[src/pkg/smc_pkg.sv]
/*
  Constants, state types and timing figures for the operating-mode
  controller of a system basis chip.
  Assumes a single 25 MHz core clock and no register bus.
*/
// Functional notes
// - Init samples strap pin with pull-up enabled
// - Strap low: development, test flag, no watchdog reset
// - Config 1: first missed trigger restarts, fail outputs
// - Config 3: second missed trigger restarts, fail outputs
// - Config-select bit picks config 1 or 3
// - Init waits reset delay, releases reset, long window
// - Any SPI frame in Init after reset release goes to Normal
// - Missed long window: counted as a missed trigger under config 1/3
// - Limit bit stops resets after three consecutive
// - Wake events in Init are discarded
// - Below threshold before first reset release: hold reset, hide undervoltage, fails
// - Normal/Stop wake raises interrupt, mode unchanged
// - Init to Normal: VCC2 and transceivers off, fails inactive
// - Normal allows fail-output test bit control
// - Stop ignores writes except allowed, sets SPI fail
// - Stop/Sleep freeze supply and wake settings
// - Stop to Sleep refused: SPI fail, Restart
// - Sleep: main supply off, wake restarts, record source
// - Sleep entry turns active transceivers wake-capable
// - Sleep ignores all SPI frames silently
// - Sleep request with wake flags set restarts
// - Reset output low on Sleep request
// - Mode bits cleared passing through Restart
// - Restart to Normal after reset delay, release reset
package smc_pkg;

  // Operating modes
  typedef enum logic [2:0] {
    SMC_INIT,
    SMC_NORMAL,
    SMC_STOP,
    SMC_SLEEP,
    SMC_RESTART
  } smc_mode_type;

  // Mode request codes carried by a mode frame
  localparam logic [1:0] REQ_NORMAL = 2'h0;
  localparam logic [1:0] REQ_SLEEP = 2'h1;
  localparam logic [1:0] REQ_STOP = 2'h2;
  localparam logic [1:0] REQ_SOFTRST = 2'h3;

  // Transceiver mode codes
  localparam logic [1:0] TRX_OFF = 2'h0;
  localparam logic [1:0] TRX_WAKE = 2'h1;
  localparam logic [1:0] TRX_RXONLY = 2'h2;
  localparam logic [1:0] TRX_NORMAL = 2'h3;

  // Timing
  localparam int CLK_HZ = 25000000;
  localparam int RESET_DELAY_US = 10;
  localparam int RESET_DELAY_CYC = RESET_DELAY_US * (CLK_HZ / 1000000);
  localparam int LONG_WINDOW_MS = 200;
  localparam int LONG_WINDOW_CYC = LONG_WINDOW_MS * (CLK_HZ / 1000);
  localparam int MAX_WD_RESETS = 3;

  // Reset values
  localparam logic [1:0] WD_CNT_RST = 2'h0;

endpackage

[src/design/smc_delay_timer.sv]
/*
  Down-counting delay timer: load starts a count, done pulses once it
  reaches zero.
  Assumes load has priority over the running count.
*/
`timescale 1ns/10ps
module smc_delay_timer import smc_pkg::*; #(
  parameter int WIDTH = 24
) (
  // Clock and reset
  input wire logic core_clk,
  input wire logic rst_n,
  // Control
  input wire logic load,
  input wire logic [WIDTH-1:0] loadValue,
  input wire logic stop,
  // Status
  output logic running,
  output logic done
);

  initial begin
    if (WIDTH < 2) $error("smc_delay_timer: WIDTH too small");
  end

  typedef struct packed {
    logic [WIDTH-1:0] cnt;
    logic run;
    logic done;
  } smc_tmr_type;

  smc_tmr_type st_r;
  smc_tmr_type st_nxt;

  // Counter update
  always_comb begin
    st_nxt = st_r;
    st_nxt.done = 1'b0;
    if (load) begin
      st_nxt.cnt = loadValue;
      st_nxt.run = 1'b1;
    end else if (stop) begin
      st_nxt.run = 1'b0;
    end else if (st_r.run) begin
      if (st_r.cnt <= WIDTH'(1)) begin
        st_nxt.run = 1'b0;
        st_nxt.done = 1'b1;
        st_nxt.cnt = '0;
      end else begin
        st_nxt.cnt = st_r.cnt - WIDTH'(1);
      end
    end
  end

  always_ff @(posedge core_clk or negedge rst_n) begin
    if (!rst_n) begin
      st_r <= '0;
    end else begin
      st_r <= st_nxt;
    end
  end

  assign running = st_r.run;
  assign done = st_r.done;

endmodule

[src/design/smc_strap_sampler.sv]
/*
  Strap sampler: drives the pull-up during Init, while the controller tristates the shared pin,
  and latches the pin level at the end of the sampling period.
  Assumes the pin input is synchronous to core_clk.
*/
`timescale 1ns/10ps
module smc_strap_sampler import smc_pkg::*; (
  // Clock and reset
  input wire logic core_clk,
  input wire logic rst_n,
  // Control
  input wire logic inInit,
  input wire logic capture,
  input wire logic softReset,
  input wire logic strapIn,
  // Result
  output logic pullupEn,
  output logic devMode
);

  typedef struct packed {
    logic dev;
    logic locked;
  } smc_strap_type;

  smc_strap_type st_r;
  smc_strap_type st_nxt;

  // Capture the strap once; a soft reset forbids development mode
  always_comb begin
    st_nxt = st_r;
    if (softReset) begin
      st_nxt.dev = 1'b0;
      st_nxt.locked = 1'b1;
    end else if (capture && inInit && !st_r.locked) begin
      st_nxt.dev = !strapIn;
      st_nxt.locked = 1'b1;
    end
  end

  always_ff @(posedge core_clk or negedge rst_n) begin
    if (!rst_n) begin
      st_r <= '0;
    end else begin
      st_r <= st_nxt;
    end
  end

  assign pullupEn = inInit;
  assign devMode = st_r.dev;

endmodule

[src/design/smc_mode_ctrl.sv]
/*
  Operating-mode controller: Init, Normal, Stop, Sleep and Restart,
  watchdog failure handling, SPI frame filtering and wake interrupts.
  Assumes the SPI decoder, watchdog timer, supply monitor and wake
  detectors are outside and deliver one-cycle pulses or levels here.
*/
`timescale 1ns/10ps
module smc_mode_ctrl import smc_pkg::*; #(
  parameter int RESET_DELAY = RESET_DELAY_CYC,
  parameter int LONG_WINDOW = LONG_WINDOW_CYC
) (
  // Clock and reset
  input wire logic core_clk,
  input wire logic rst_n,
  // Supply monitor
  input wire logic vcc1AboveThr,
  // Strap pin
  input wire logic failOut3StrapIn,
  output logic failOut3StrapOut,
  output logic failOut3StrapOe,
  output logic strapPullupEn,
  // Decoded SPI frames
  input wire logic spiFrame,
  input wire logic spiWrite,
  input wire logic spiModeReq,
  input wire logic [1:0] spiModeCode,
  input wire logic spiWdRefresh,
  input wire logic spiSysStatWrite,
  input wire logic spiStatusAccess,
  input wire logic spiCfgWrite,
  // Configuration written by software
  input wire logic configSelectBit,
  input wire logic max3RstBit,
  input wire logic failOutputTest,
  input wire logic vcc2EnReq,
  input wire logic [1:0] canModeReq,
  input wire logic [1:0] lin1ModeReq,
  input wire logic [1:0] lin2ModeReq,
  input wire logic wakePinEnReq,
  input wire logic cyclicWakeEnReq,
  // Watchdog and wake
  input wire logic wdMissed,
  input wire logic wakeCan,
  input wire logic wakeLin1,
  input wire logic wakeLin2,
  input wire logic wakePin,
  input wire logic wakeFlagsClear,
  // Mode and supply control
  output smc_mode_type mode,
  output logic [1:0] modeBits,
  output logic resetOutputN,
  output logic interruptOut,
  output logic vcc1En,
  output logic boostEn,
  output logic vcc2En,
  output logic [1:0] canMode,
  output logic [1:0] lin1Mode,
  output logic [1:0] lin2Mode,
  output logic wakePinEn,
  output logic cyclicWakeEn,
  output logic failSafeInputEn,
  // Status
  output logic failOutputs,
  output logic testIndicator,
  output logic configSelectState,
  output logic wdFail,
  output logic spiFail,
  output logic mainSupplyUvFlag,
  output logic [3:0] wakeSource,
  output logic spiRespEn,
  output logic longWindowOpen
);

  initial begin
    if (RESET_DELAY < 1 || LONG_WINDOW < 1) begin
      $error("smc_mode_ctrl: delays must be at least one cycle");
    end
  end

  localparam int TW = 32;

  typedef struct packed {
    smc_mode_type mode;
    logic [1:0] modeBits;
    logic rstOutN;
    logic irq;
    logic vcc2;
    logic [1:0] can;
    logic [1:0] lin1;
    logic [1:0] lin2;
    logic wkEn;
    logic cyc;
    logic fsiEn;
    logic fail;
    logic [1:0] missCnt;
    logic [1:0] rstCnt;
    logic wdFail;
    logic spiFail;
    logic uv;
    logic [3:0] wakeSrc;
    logic released;
    logic seenAbove;
  } smc_state_type;

  smc_state_type st_r;
  smc_state_type st_nxt;

  ////////////////////////////////////////////////////////////////////////
  // Sub-blocks

  logic tmrLoad;
  logic [TW-1:0] tmrValue;
  logic tmrDone;
  logic winLoad;
  logic winStop;
  logic winRun;
  logic winDone;
  logic strapCapture;
  logic softRst;
  logic devMode;

  smc_delay_timer #(.WIDTH(TW)) uDelay (
    .core_clk(core_clk),
    .rst_n(rst_n),
    .load(tmrLoad),
    .loadValue(tmrValue),
    .stop(1'b0),
    .running(),
    .done(tmrDone)
  );

  smc_delay_timer #(.WIDTH(TW)) uWindow (
    .core_clk(core_clk),
    .rst_n(rst_n),
    .load(winLoad),
    .loadValue(TW'(LONG_WINDOW)),
    .stop(winStop),
    .running(winRun),
    .done(winDone)
  );

  smc_strap_sampler uStrap (
    .core_clk(core_clk),
    .rst_n(rst_n),
    .inInit(st_r.mode == SMC_INIT),
    .capture(strapCapture),
    .softReset(softRst),
    .strapIn(failOut3StrapIn),
    .pullupEn(strapPullupEn),
    .devMode(devMode)
  );

  ////////////////////////////////////////////////////////////////////////
  // Frame classification

  logic anyWake;
  logic stopAllowed;
  logic missEffective;
  logic failNow;

  assign anyWake = wakeCan | wakeLin1 | wakeLin2 | wakePin;
  // Writes that Stop mode still honours
  assign stopAllowed = (spiModeReq && (spiModeCode == REQ_NORMAL ||
                       spiModeCode == REQ_SOFTRST)) || spiWdRefresh ||
                       spiSysStatWrite || spiStatusAccess;
  assign softRst = spiFrame && spiModeReq && spiModeCode == REQ_SOFTRST &&
                   (st_r.mode == SMC_NORMAL || st_r.mode == SMC_STOP);
  // Missed trigger or expired long window, ignored in development
  assign missEffective = (wdMissed || winDone) && !devMode;
  // Config 1 fails on first miss, config 3 on second
  assign failNow = missEffective &&
                   (configSelectBit || st_r.missCnt != 2'h0);

  // Init delay expiry captures the strap and starts the long window; a refresh frame stops it
  assign strapCapture = tmrDone && st_r.mode == SMC_INIT;
  assign winLoad = tmrDone && st_r.mode == SMC_INIT;
  assign winStop = spiWdRefresh && spiFrame;

  ////////////////////////////////////////////////////////////////////////
  // Next-state logic

  always_comb begin
    st_nxt = st_r;
    tmrLoad = 1'b0;
    tmrValue = TW'(RESET_DELAY);
    if (!vcc1AboveThr) begin
      st_nxt.seenAbove = 1'b0;
    end
    case (st_r.mode)
      SMC_INIT: begin
        // Hold reset and suppress flags until threshold, then delay
        st_nxt.rstOutN = st_r.released;
        if (vcc1AboveThr && !st_r.seenAbove) begin
          st_nxt.seenAbove = 1'b1;
          tmrLoad = 1'b1;
        end
        if (tmrDone) begin
          st_nxt.released = 1'b1;
          st_nxt.rstOutN = 1'b1;
        end
        // Wake events are simply not looked at here
        if (spiFrame && st_r.released) begin
          st_nxt.mode = SMC_NORMAL;
          st_nxt.vcc2 = 1'b0;
          st_nxt.can = TRX_OFF;
          st_nxt.lin1 = TRX_OFF;
          st_nxt.lin2 = TRX_OFF;
          st_nxt.fail = 1'b0;
          st_nxt.fsiEn = 1'b1;
        end else if (failNow && st_r.released) begin
          st_nxt.mode = SMC_RESTART;
          st_nxt.wdFail = 1'b1;
          st_nxt.fail = 1'b1;
          st_nxt.rstOutN = 1'b0;
          st_nxt.modeBits = REQ_NORMAL;
          tmrLoad = 1'b1;
        end
        if (missEffective && !failNow) begin
          st_nxt.missCnt = st_r.missCnt + 2'h1;
        end
      end
      SMC_NORMAL, SMC_STOP: begin
        if (st_r.mode == SMC_NORMAL) begin
          // Live configuration; frozen in Stop and Sleep
          st_nxt.vcc2 = vcc2EnReq;
          st_nxt.can = canModeReq;
          st_nxt.lin1 = lin1ModeReq;
          st_nxt.lin2 = lin2ModeReq;
          st_nxt.wkEn = wakePinEnReq;
          st_nxt.cyc = cyclicWakeEnReq;
          if (spiFrame && spiCfgWrite) begin
            st_nxt.fail = failOutputTest;
          end
        end
        if (anyWake) begin
          st_nxt.irq = 1'b1;
        end else if (spiFrame && spiStatusAccess) begin
          st_nxt.irq = 1'b0;
        end
        if (missEffective && !failNow) begin
          st_nxt.missCnt = st_r.missCnt + 2'h1;
        end
        if (spiFrame && (spiWrite || spiModeReq) && st_r.mode == SMC_STOP &&
            !stopAllowed) begin
          st_nxt.spiFail = 1'b1;
          if (spiModeReq && spiModeCode == REQ_SLEEP) begin
            st_nxt.mode = SMC_RESTART;
            st_nxt.rstOutN = 1'b0;
            st_nxt.modeBits = REQ_NORMAL;
            tmrLoad = 1'b1;
          end
        end else if (failNow) begin
          if (max3RstBit && st_r.rstCnt == 2'(MAX_WD_RESETS)) begin
            st_nxt.wdFail = 1'b1;
          end else begin
            st_nxt.mode = SMC_RESTART;
            st_nxt.wdFail = 1'b1;
            st_nxt.fail = 1'b1;
            st_nxt.rstOutN = 1'b0;
            st_nxt.modeBits = REQ_NORMAL;
            st_nxt.missCnt = 2'h0;
            if (st_r.rstCnt != 2'(MAX_WD_RESETS)) begin
              st_nxt.rstCnt = st_r.rstCnt + 2'h1;
            end
            tmrLoad = 1'b1;
          end
        end else if (spiFrame && spiModeReq) begin
          st_nxt.modeBits = spiModeCode;
          if (spiModeCode == REQ_STOP) begin
            st_nxt.mode = SMC_STOP;
          end else if (spiModeCode == REQ_NORMAL) begin
            st_nxt.mode = SMC_NORMAL;
          end else if (spiModeCode == REQ_SOFTRST) begin
            st_nxt = '0;
            st_nxt.mode = SMC_INIT;
          end else begin
            st_nxt.rstOutN = 1'b0;
            st_nxt.rstCnt = 2'h0;
            if (!wakeFlagsClear) begin
              st_nxt.mode = SMC_RESTART;
              st_nxt.modeBits = REQ_NORMAL;
              tmrLoad = 1'b1;
            end else begin
              st_nxt.mode = SMC_SLEEP;
              // Active transceivers become wake sources
              if (st_r.can[1]) st_nxt.can = TRX_WAKE;
              if (st_r.lin1[1]) st_nxt.lin1 = TRX_WAKE;
              if (st_r.lin2[1]) st_nxt.lin2 = TRX_WAKE;
            end
          end
        end else if (spiWdRefresh && spiFrame) begin
          st_nxt.rstCnt = 2'h0;
          st_nxt.missCnt = 2'h0;
        end
      end
      SMC_SLEEP: begin
        // SPI frames ignored any wake restarts
        if (anyWake) begin
          st_nxt.wakeSrc = {wakePin, wakeLin2, wakeLin1, wakeCan};
          st_nxt.mode = SMC_RESTART;
          st_nxt.modeBits = REQ_NORMAL;
          tmrLoad = 1'b1;
        end
      end
      SMC_RESTART: begin
        st_nxt.rstOutN = 1'b0;
        st_nxt.vcc2 = 1'b0;
        if (!vcc1AboveThr) begin
          tmrLoad = 1'b1;
        end else if (tmrDone) begin
          st_nxt.mode = SMC_NORMAL;
          st_nxt.rstOutN = 1'b1;
        end
      end
      default: st_nxt.mode = SMC_INIT;
    endcase
    // Undervoltage only after reset has first been released at the end of the delay
    if (st_r.released && !vcc1AboveThr) begin
      st_nxt.uv = 1'b1;
    end
  end

  always_ff @(posedge core_clk or negedge rst_n) begin
    if (!rst_n) begin
      st_r <= '0;
    end else begin
      st_r <= st_nxt;
    end
  end

  ////////////////////////////////////////////////////////////////////////
  // Outputs

  assign mode = st_r.mode;
  assign modeBits = st_r.modeBits;
  assign resetOutputN = st_r.rstOutN;
  assign interruptOut = st_r.irq;
  assign vcc1En = st_r.mode != SMC_SLEEP;
  assign boostEn = st_r.mode != SMC_SLEEP;
  assign vcc2En = st_r.vcc2;
  assign canMode = st_r.can;
  assign lin1Mode = st_r.lin1;
  assign lin2Mode = st_r.lin2;
  assign wakePinEn = st_r.wkEn;
  assign cyclicWakeEn = st_r.cyc;
  assign failSafeInputEn = st_r.fsiEn;
  assign failOutputs = st_r.fail;
  assign testIndicator = devMode;
  assign configSelectState = configSelectBit;
  assign wdFail = st_r.wdFail;
  assign spiFail = st_r.spiFail;
  assign mainSupplyUvFlag = st_r.uv;
  assign wakeSource = st_r.wakeSrc;
  assign spiRespEn = st_r.mode != SMC_SLEEP && st_r.mode != SMC_RESTART;
  assign longWindowOpen = winRun;
  // Strap pin only driven as fail output outside Init
  assign failOut3StrapOe = st_r.mode != SMC_INIT && st_r.fail;
  assign failOut3StrapOut = 1'b0;

endmodule

[config.mk]
export PLATFORM = sky130hd
export DESIGN_NAME = smc_mode_ctrl
export DESIGN_NICKNAME = d
export VERILOG_FILES = /design/src/pkg/smc_pkg.sv /design/src/design/smc_delay_timer.sv /design/src/design/smc_strap_sampler.sv /design/src/design/smc_mode_ctrl.sv
export SDC_FILE = /design/constraint.sdc
export NUM_CORES = 1
export LEC_CHECK = 0
export ABC_AREA = 0
export BUFFER_PORTS_ARGS = -buffer_cell sky130_fd_sc_hd__buf_2
export CAP_MARGIN = 20
export CORE_ASPECT_RATIO = 0.7
export CORE_MARGIN = 5
export CORE_UTILIZATION = 40
export DETAILED_ROUTE_END_ITERATION = 16
export GPL_ROUTABILITY_DRIVEN = 0
export SYNTH_ARGS = -nofsm -noshare
export SYNTH_HDL_FRONTEND = slang
export SYNTH_SLANG_ARGS = --single-unit
[constraint.sdc]
create_clock -name core_clk -period 3.25 [get_ports core_clk]
set_clock_uncertainty 0.15 [all_clocks]
set_input_delay 0.65 -clock core_clk [delete_from_list [all_inputs] [get_ports core_clk]]
set_output_delay 0.65 -clock core_clk [all_outputs]
set_load 0.02 [all_outputs]
==> results by stage <==
Outcome:
- The flow ran to the end, and the final reports show no timing, DRC or antenna violations.

Global route:
- The via count of the first global-routing pass is 4,824.
- The first global-routing pass estimated 25,260 um of wire.
- For this run the aggregate overflow at the end of global routing stands at 0.
- Entering global routing, the biggest net connects 54 pins.
- The global-route usage over all layers is 0.1773.
- The number of antenna violations at the first check in global routing is 0.

Place:
- The post-place instance area is 0.006322 sq mm.
- Port buffering added 63 buffers.
- After legalization and detailed placement, the total HPWL measured 10,760 um.

Power:
- Summing internal, switching and leakage power gives 2754 uW.
- In this run the static leakage power is 0.002837 uW.
- The maximum resistive drop on vdd is 248.7 uV.
- Dividing total power by cell area gives a power density of around 420 mW/mm^2.

Finish:
- After the last flow step, the layout net total stands at roughly 720.
- Of the cells placed in the final design, the portion with a size suffix greater than 1 is 0.1810.
- Relative to the synthesized area, the layout overhead comes to 13.51%.
- The finished cells cover 0.006590 sq mm.
- The antenna diode count is 0.

Hold path:
- The worst hold path class is in -> async.

CTS:
- The cell sitting at the root of the clock tree is a clkbuf_16.
- The register clock-pin slew on the reported worst setup and hold paths is 70 ps.
- The H-tree generated during clock tree synthesis spans 3 levels.
- The CTS tree is built.
- The later pin in the worst-skew pair is clocked with a latency of 350 ps.
- The number of gates given a new drive strength after cts is 0.
- Clock tree synthesis inserted a total of 9 buffers.
- Counting along the longest clock path gives a buffer depth of 2.
- The TritonCTS sink count is 101.
- The number of hold buffers added after CTS was 0.
- The post-CTS repair timing setup buffer count is 0.

Worst setup path:
- Counting both buffers and inverters, the worst setup path holds a total of 0.
- The worst setup path is captured at a flip-flop.
- In this run the register-to-register setup slack is 410 ps.
- The worst register-to-register path ends at uWindow.st_r[14]$_DFFE_PN0P_.
- The worst setup path is of the reg -> reg kind.
- Of all nets on the critical path, the largest fanout is 16.
- The critical path goes through or4_4, or4_1, or4b_4, o21ai_4, nor2_1.
- Among all stages on the critical path, the largest delay is contributed by or4b_4.
- The launching point of the worst reg2reg path is uWindow.st_r[10]$_DFFE_PN0P_.
- Data arrives at the worst endpoint at 2900 ps.
- The required time of the critical path is 3310 ps.
- The family with the most delay on the worst path is simple AND/OR/NAND/NOR gates.
- STA classifies the critical path startpoint as a flip-flop.
- The largest single stage delay on the critical path is 570 ps.
- The logic depth of the worst register-to-register path is 5.

Detailed routing:
- The wire length reported by the detailed router is 14,900 um.
- The post-detailed-route wirelength per cell is 17.03 um.
- The first detailed-routing pass ran for 5 iterations.
- The violation count after the first detailed-routing iteration is 310.
- Detailed routing inserted a total of 4,965 vias.
- In this run the remaining antenna-violating nets after routing total 0.
- The detailed-route DRC error count is 0.
- The number of vias per cell is about 5.7.

Yosys:
- The unique cell type count in the Yosys netlist is 64.
- Of all flip-flops after synthesis, the portion carrying an async set or reset was 1.000.
- Yosys printed 0 warnings.
- The synthesized net count is 667.
- The post-synthesis register bit count is 101.
- The post-synthesis sequential area ratio is 0.4353.
- Yosys mapped a number of flops with a built-in enable equal to 0.
- The post-synthesis area per instance is 9.274 sq um.
- For this run, the leading register cell type out of synthesis is dfrtp_1.
- The synthesized netlist occupies a cell area of 0.005806 sq mm.
- Synthesis produced a netlist whose cell count is 626.

Die:
- After floorplanning, the core was divided into 36 placement rows.
- The floorplan core area is 0.01405 sq mm.
- For this configuration, the core starts out at a cell density of 0.4131.
- The x dimension of the die is 154.0 um.
- During I/O placement, the number of pins put on the boundary was between 60 and 70.
- The total die area is 0.01706 sq mm.
- The height of the die is between 100 and 150 um.

Timing:
- Setup violations remaining at the end of the flow were counted as 0.
- The sum of negative setup slack is 0 ps.
- Setup repair after global routing left no endpoint under its margin.
- At the pin with the least slew margin, the transition time is ~850 ps.
- The number of pins with negative max-slew slack in the final report is 0.
- The clock period minus final worst setup slack is 2843 ps.
- The period utilization is 0.8749.
- The hold violation total from the final report came to 0.
- Static timing analysis puts the maximum clock frequency at 351.7 MHz.
- Headroom to the max-slew limit came out at 0.4300.

Flow run:
- Max-cap violations in this run came to 0.
-- sequential cells by signal (all words and copies together) (netlist names), 2 cells and up --
register      flops
lin2Mode          2
uWindow.st_r     32
mode              3
modeBits          2
lin1Mode          2
st_r              6
canMode           2
wakeSource        4
uDelay.st_r      32
-- worst max path at each step --
| stage | slack (ps) | cells after the start | endpoint | from |
|---|---|---|---|---|
| floorplan | 530 | 7 | uDelay.st_r[10]$_DFFE_PN0P_ | spiWdRefresh |
| global placement | 370 | 9 | uDelay.st_r[7]$_DFFE_PN0P_ | spiModeCode[0] |
| detailed placement | 270 | 9 | uDelay.st_r[7]$_DFFE_PN0P_ | spiModeCode[0] |
| CTS | 380 | 5 | uWindow.st_r[14]$_DFFE_PN0P_ | uWindow.st_r[10]$_DFFE_PN0P_ |
| global route | 170 | 6 | uWindow.st_r[14]$_DFFE_PN0P_ | uWindow.st_r[6]$_DFFE_PN0P_ |
| finish | 410 | 5 | uWindow.st_r[14]$_DFFE_PN0P_ | uWindow.st_r[10]$_DFFE_PN0P_ |
-- worst register-to-register path, delay by kind of cell, from the launching register on --
| kind | cells | cell delay (ps) |
|---|---|---|
| AOI/OAI and AO/OA | 1 | 400 |
| DFF | 1 | 430 |
| and+or+nand+nor | 4 | 1720 |
-- cell usage in the layout, fill, tap and decap left out, drive strengths merged, types with 10 or more instances in the layout --
master	n
dfrtp	101
nand2	42
xnor2	30
ha	10
nor2	55
o31ai	10
xor2	12
a21oi	37
nand3	21
or4	19
clkbuf	12
buf	90
o21ai	19
or3	24
nor4	23
inv	14
nor3	51
-- cell usage after synthesis, drive strengths merged, types with 3 or more instances --
cell type,instances,area share
nand4b,3,0.0045
a21oi,37,0.032
o221ai,4,0.0060
dfrtp,101,0.44
and2,3,0.0032
ha,10,0.022
o31ai,10,0.013
nand4,5,0.0054
nand2b,7,0.0075
nor3b,3,0.0039
nand4bb,3,0.0058
or3,24,0.027
or4b,3,0.0058
buf,24,0.030
or4,19,0.026
inv,13,0.0084
nor2b,3,0.0032
nand3,21,0.018
nor4bb,3,0.0052
o21ai,19,0.018
o2111ai,4,0.0060
nor4,23,0.025
a211o,6,0.0091
mux2i,6,0.010
nor2,55,0.036
nor3,51,0.044
a221o,3,0.0052
clkbuf,22,0.014
or2,7,0.0075
xnor2,30,0.045
o21a,3,0.0039
a22o,9,0.014
o311ai,4,0.0060
a21o,5,0.0065
xor2,12,0.018
nand2,42,0.027
-- power by group --
part / switching, uW / leakage [uW] / internal (uW)
combinational: 202 / 0.00143 / 134
clock: 471 / 0.000129 / 538
sequential: 79.3 / 0.00128 / 1330
total: 752 / 0.00284 / 2000
-- metal layers --
layer,vias to the layer above,share of wire,track usage,routed length (um)
met5,-,0,0,0
met4,0,0.0063,0.03118,94
met3,9,0.069,0.04643,1030
met2,158,0.42,0.2552,6251
met1,2384,0.50,0.2699,7522
li1,2414,-,-,-
-- layout make-up --
type                    instances  area (sq um)
clock buffers                  12         246.5
clock inverters                 3         21.27
fillers                      1360          7463
inverters                      13         48.80
multi-input cells             466          2975
flip-flops and latches        101          2527
well taps                     190         237.7
repair buffers                 90         533.0
-- logic make-up after synthesis --
kind of cell,share of synthesized area
adders and majority gates,0.02155
xor gates and xnor gates,0.06336
AOI/OAI and AO/OA,0.1450
other,0.0006459
DFF,0.4353
buffers and inverters,0.05216
and+or+nand+nor,0.2677
muxes,0.01422
-- per-stage QoR --
stage | hold slack, ps | setup WS (ps) | util | std cells
4_1_cts | 210.8 | 378.6 | 0.4689 | 875
5_1_grt | 234.8 | 173.4 | 0.4689 | 875
3_5_place_dp | 329.7 | 270.7 | 0.4499 | 860
3_3_place_gp | 314.3 | 367.5 | 0.4499 | 860
2_1_floorplan | 204.4 | 528.6 | - | 626
6_report | 177.0 | 406.7 | 0.4689 | 875
Note: power is estimated with default switching activity, not from simulation.
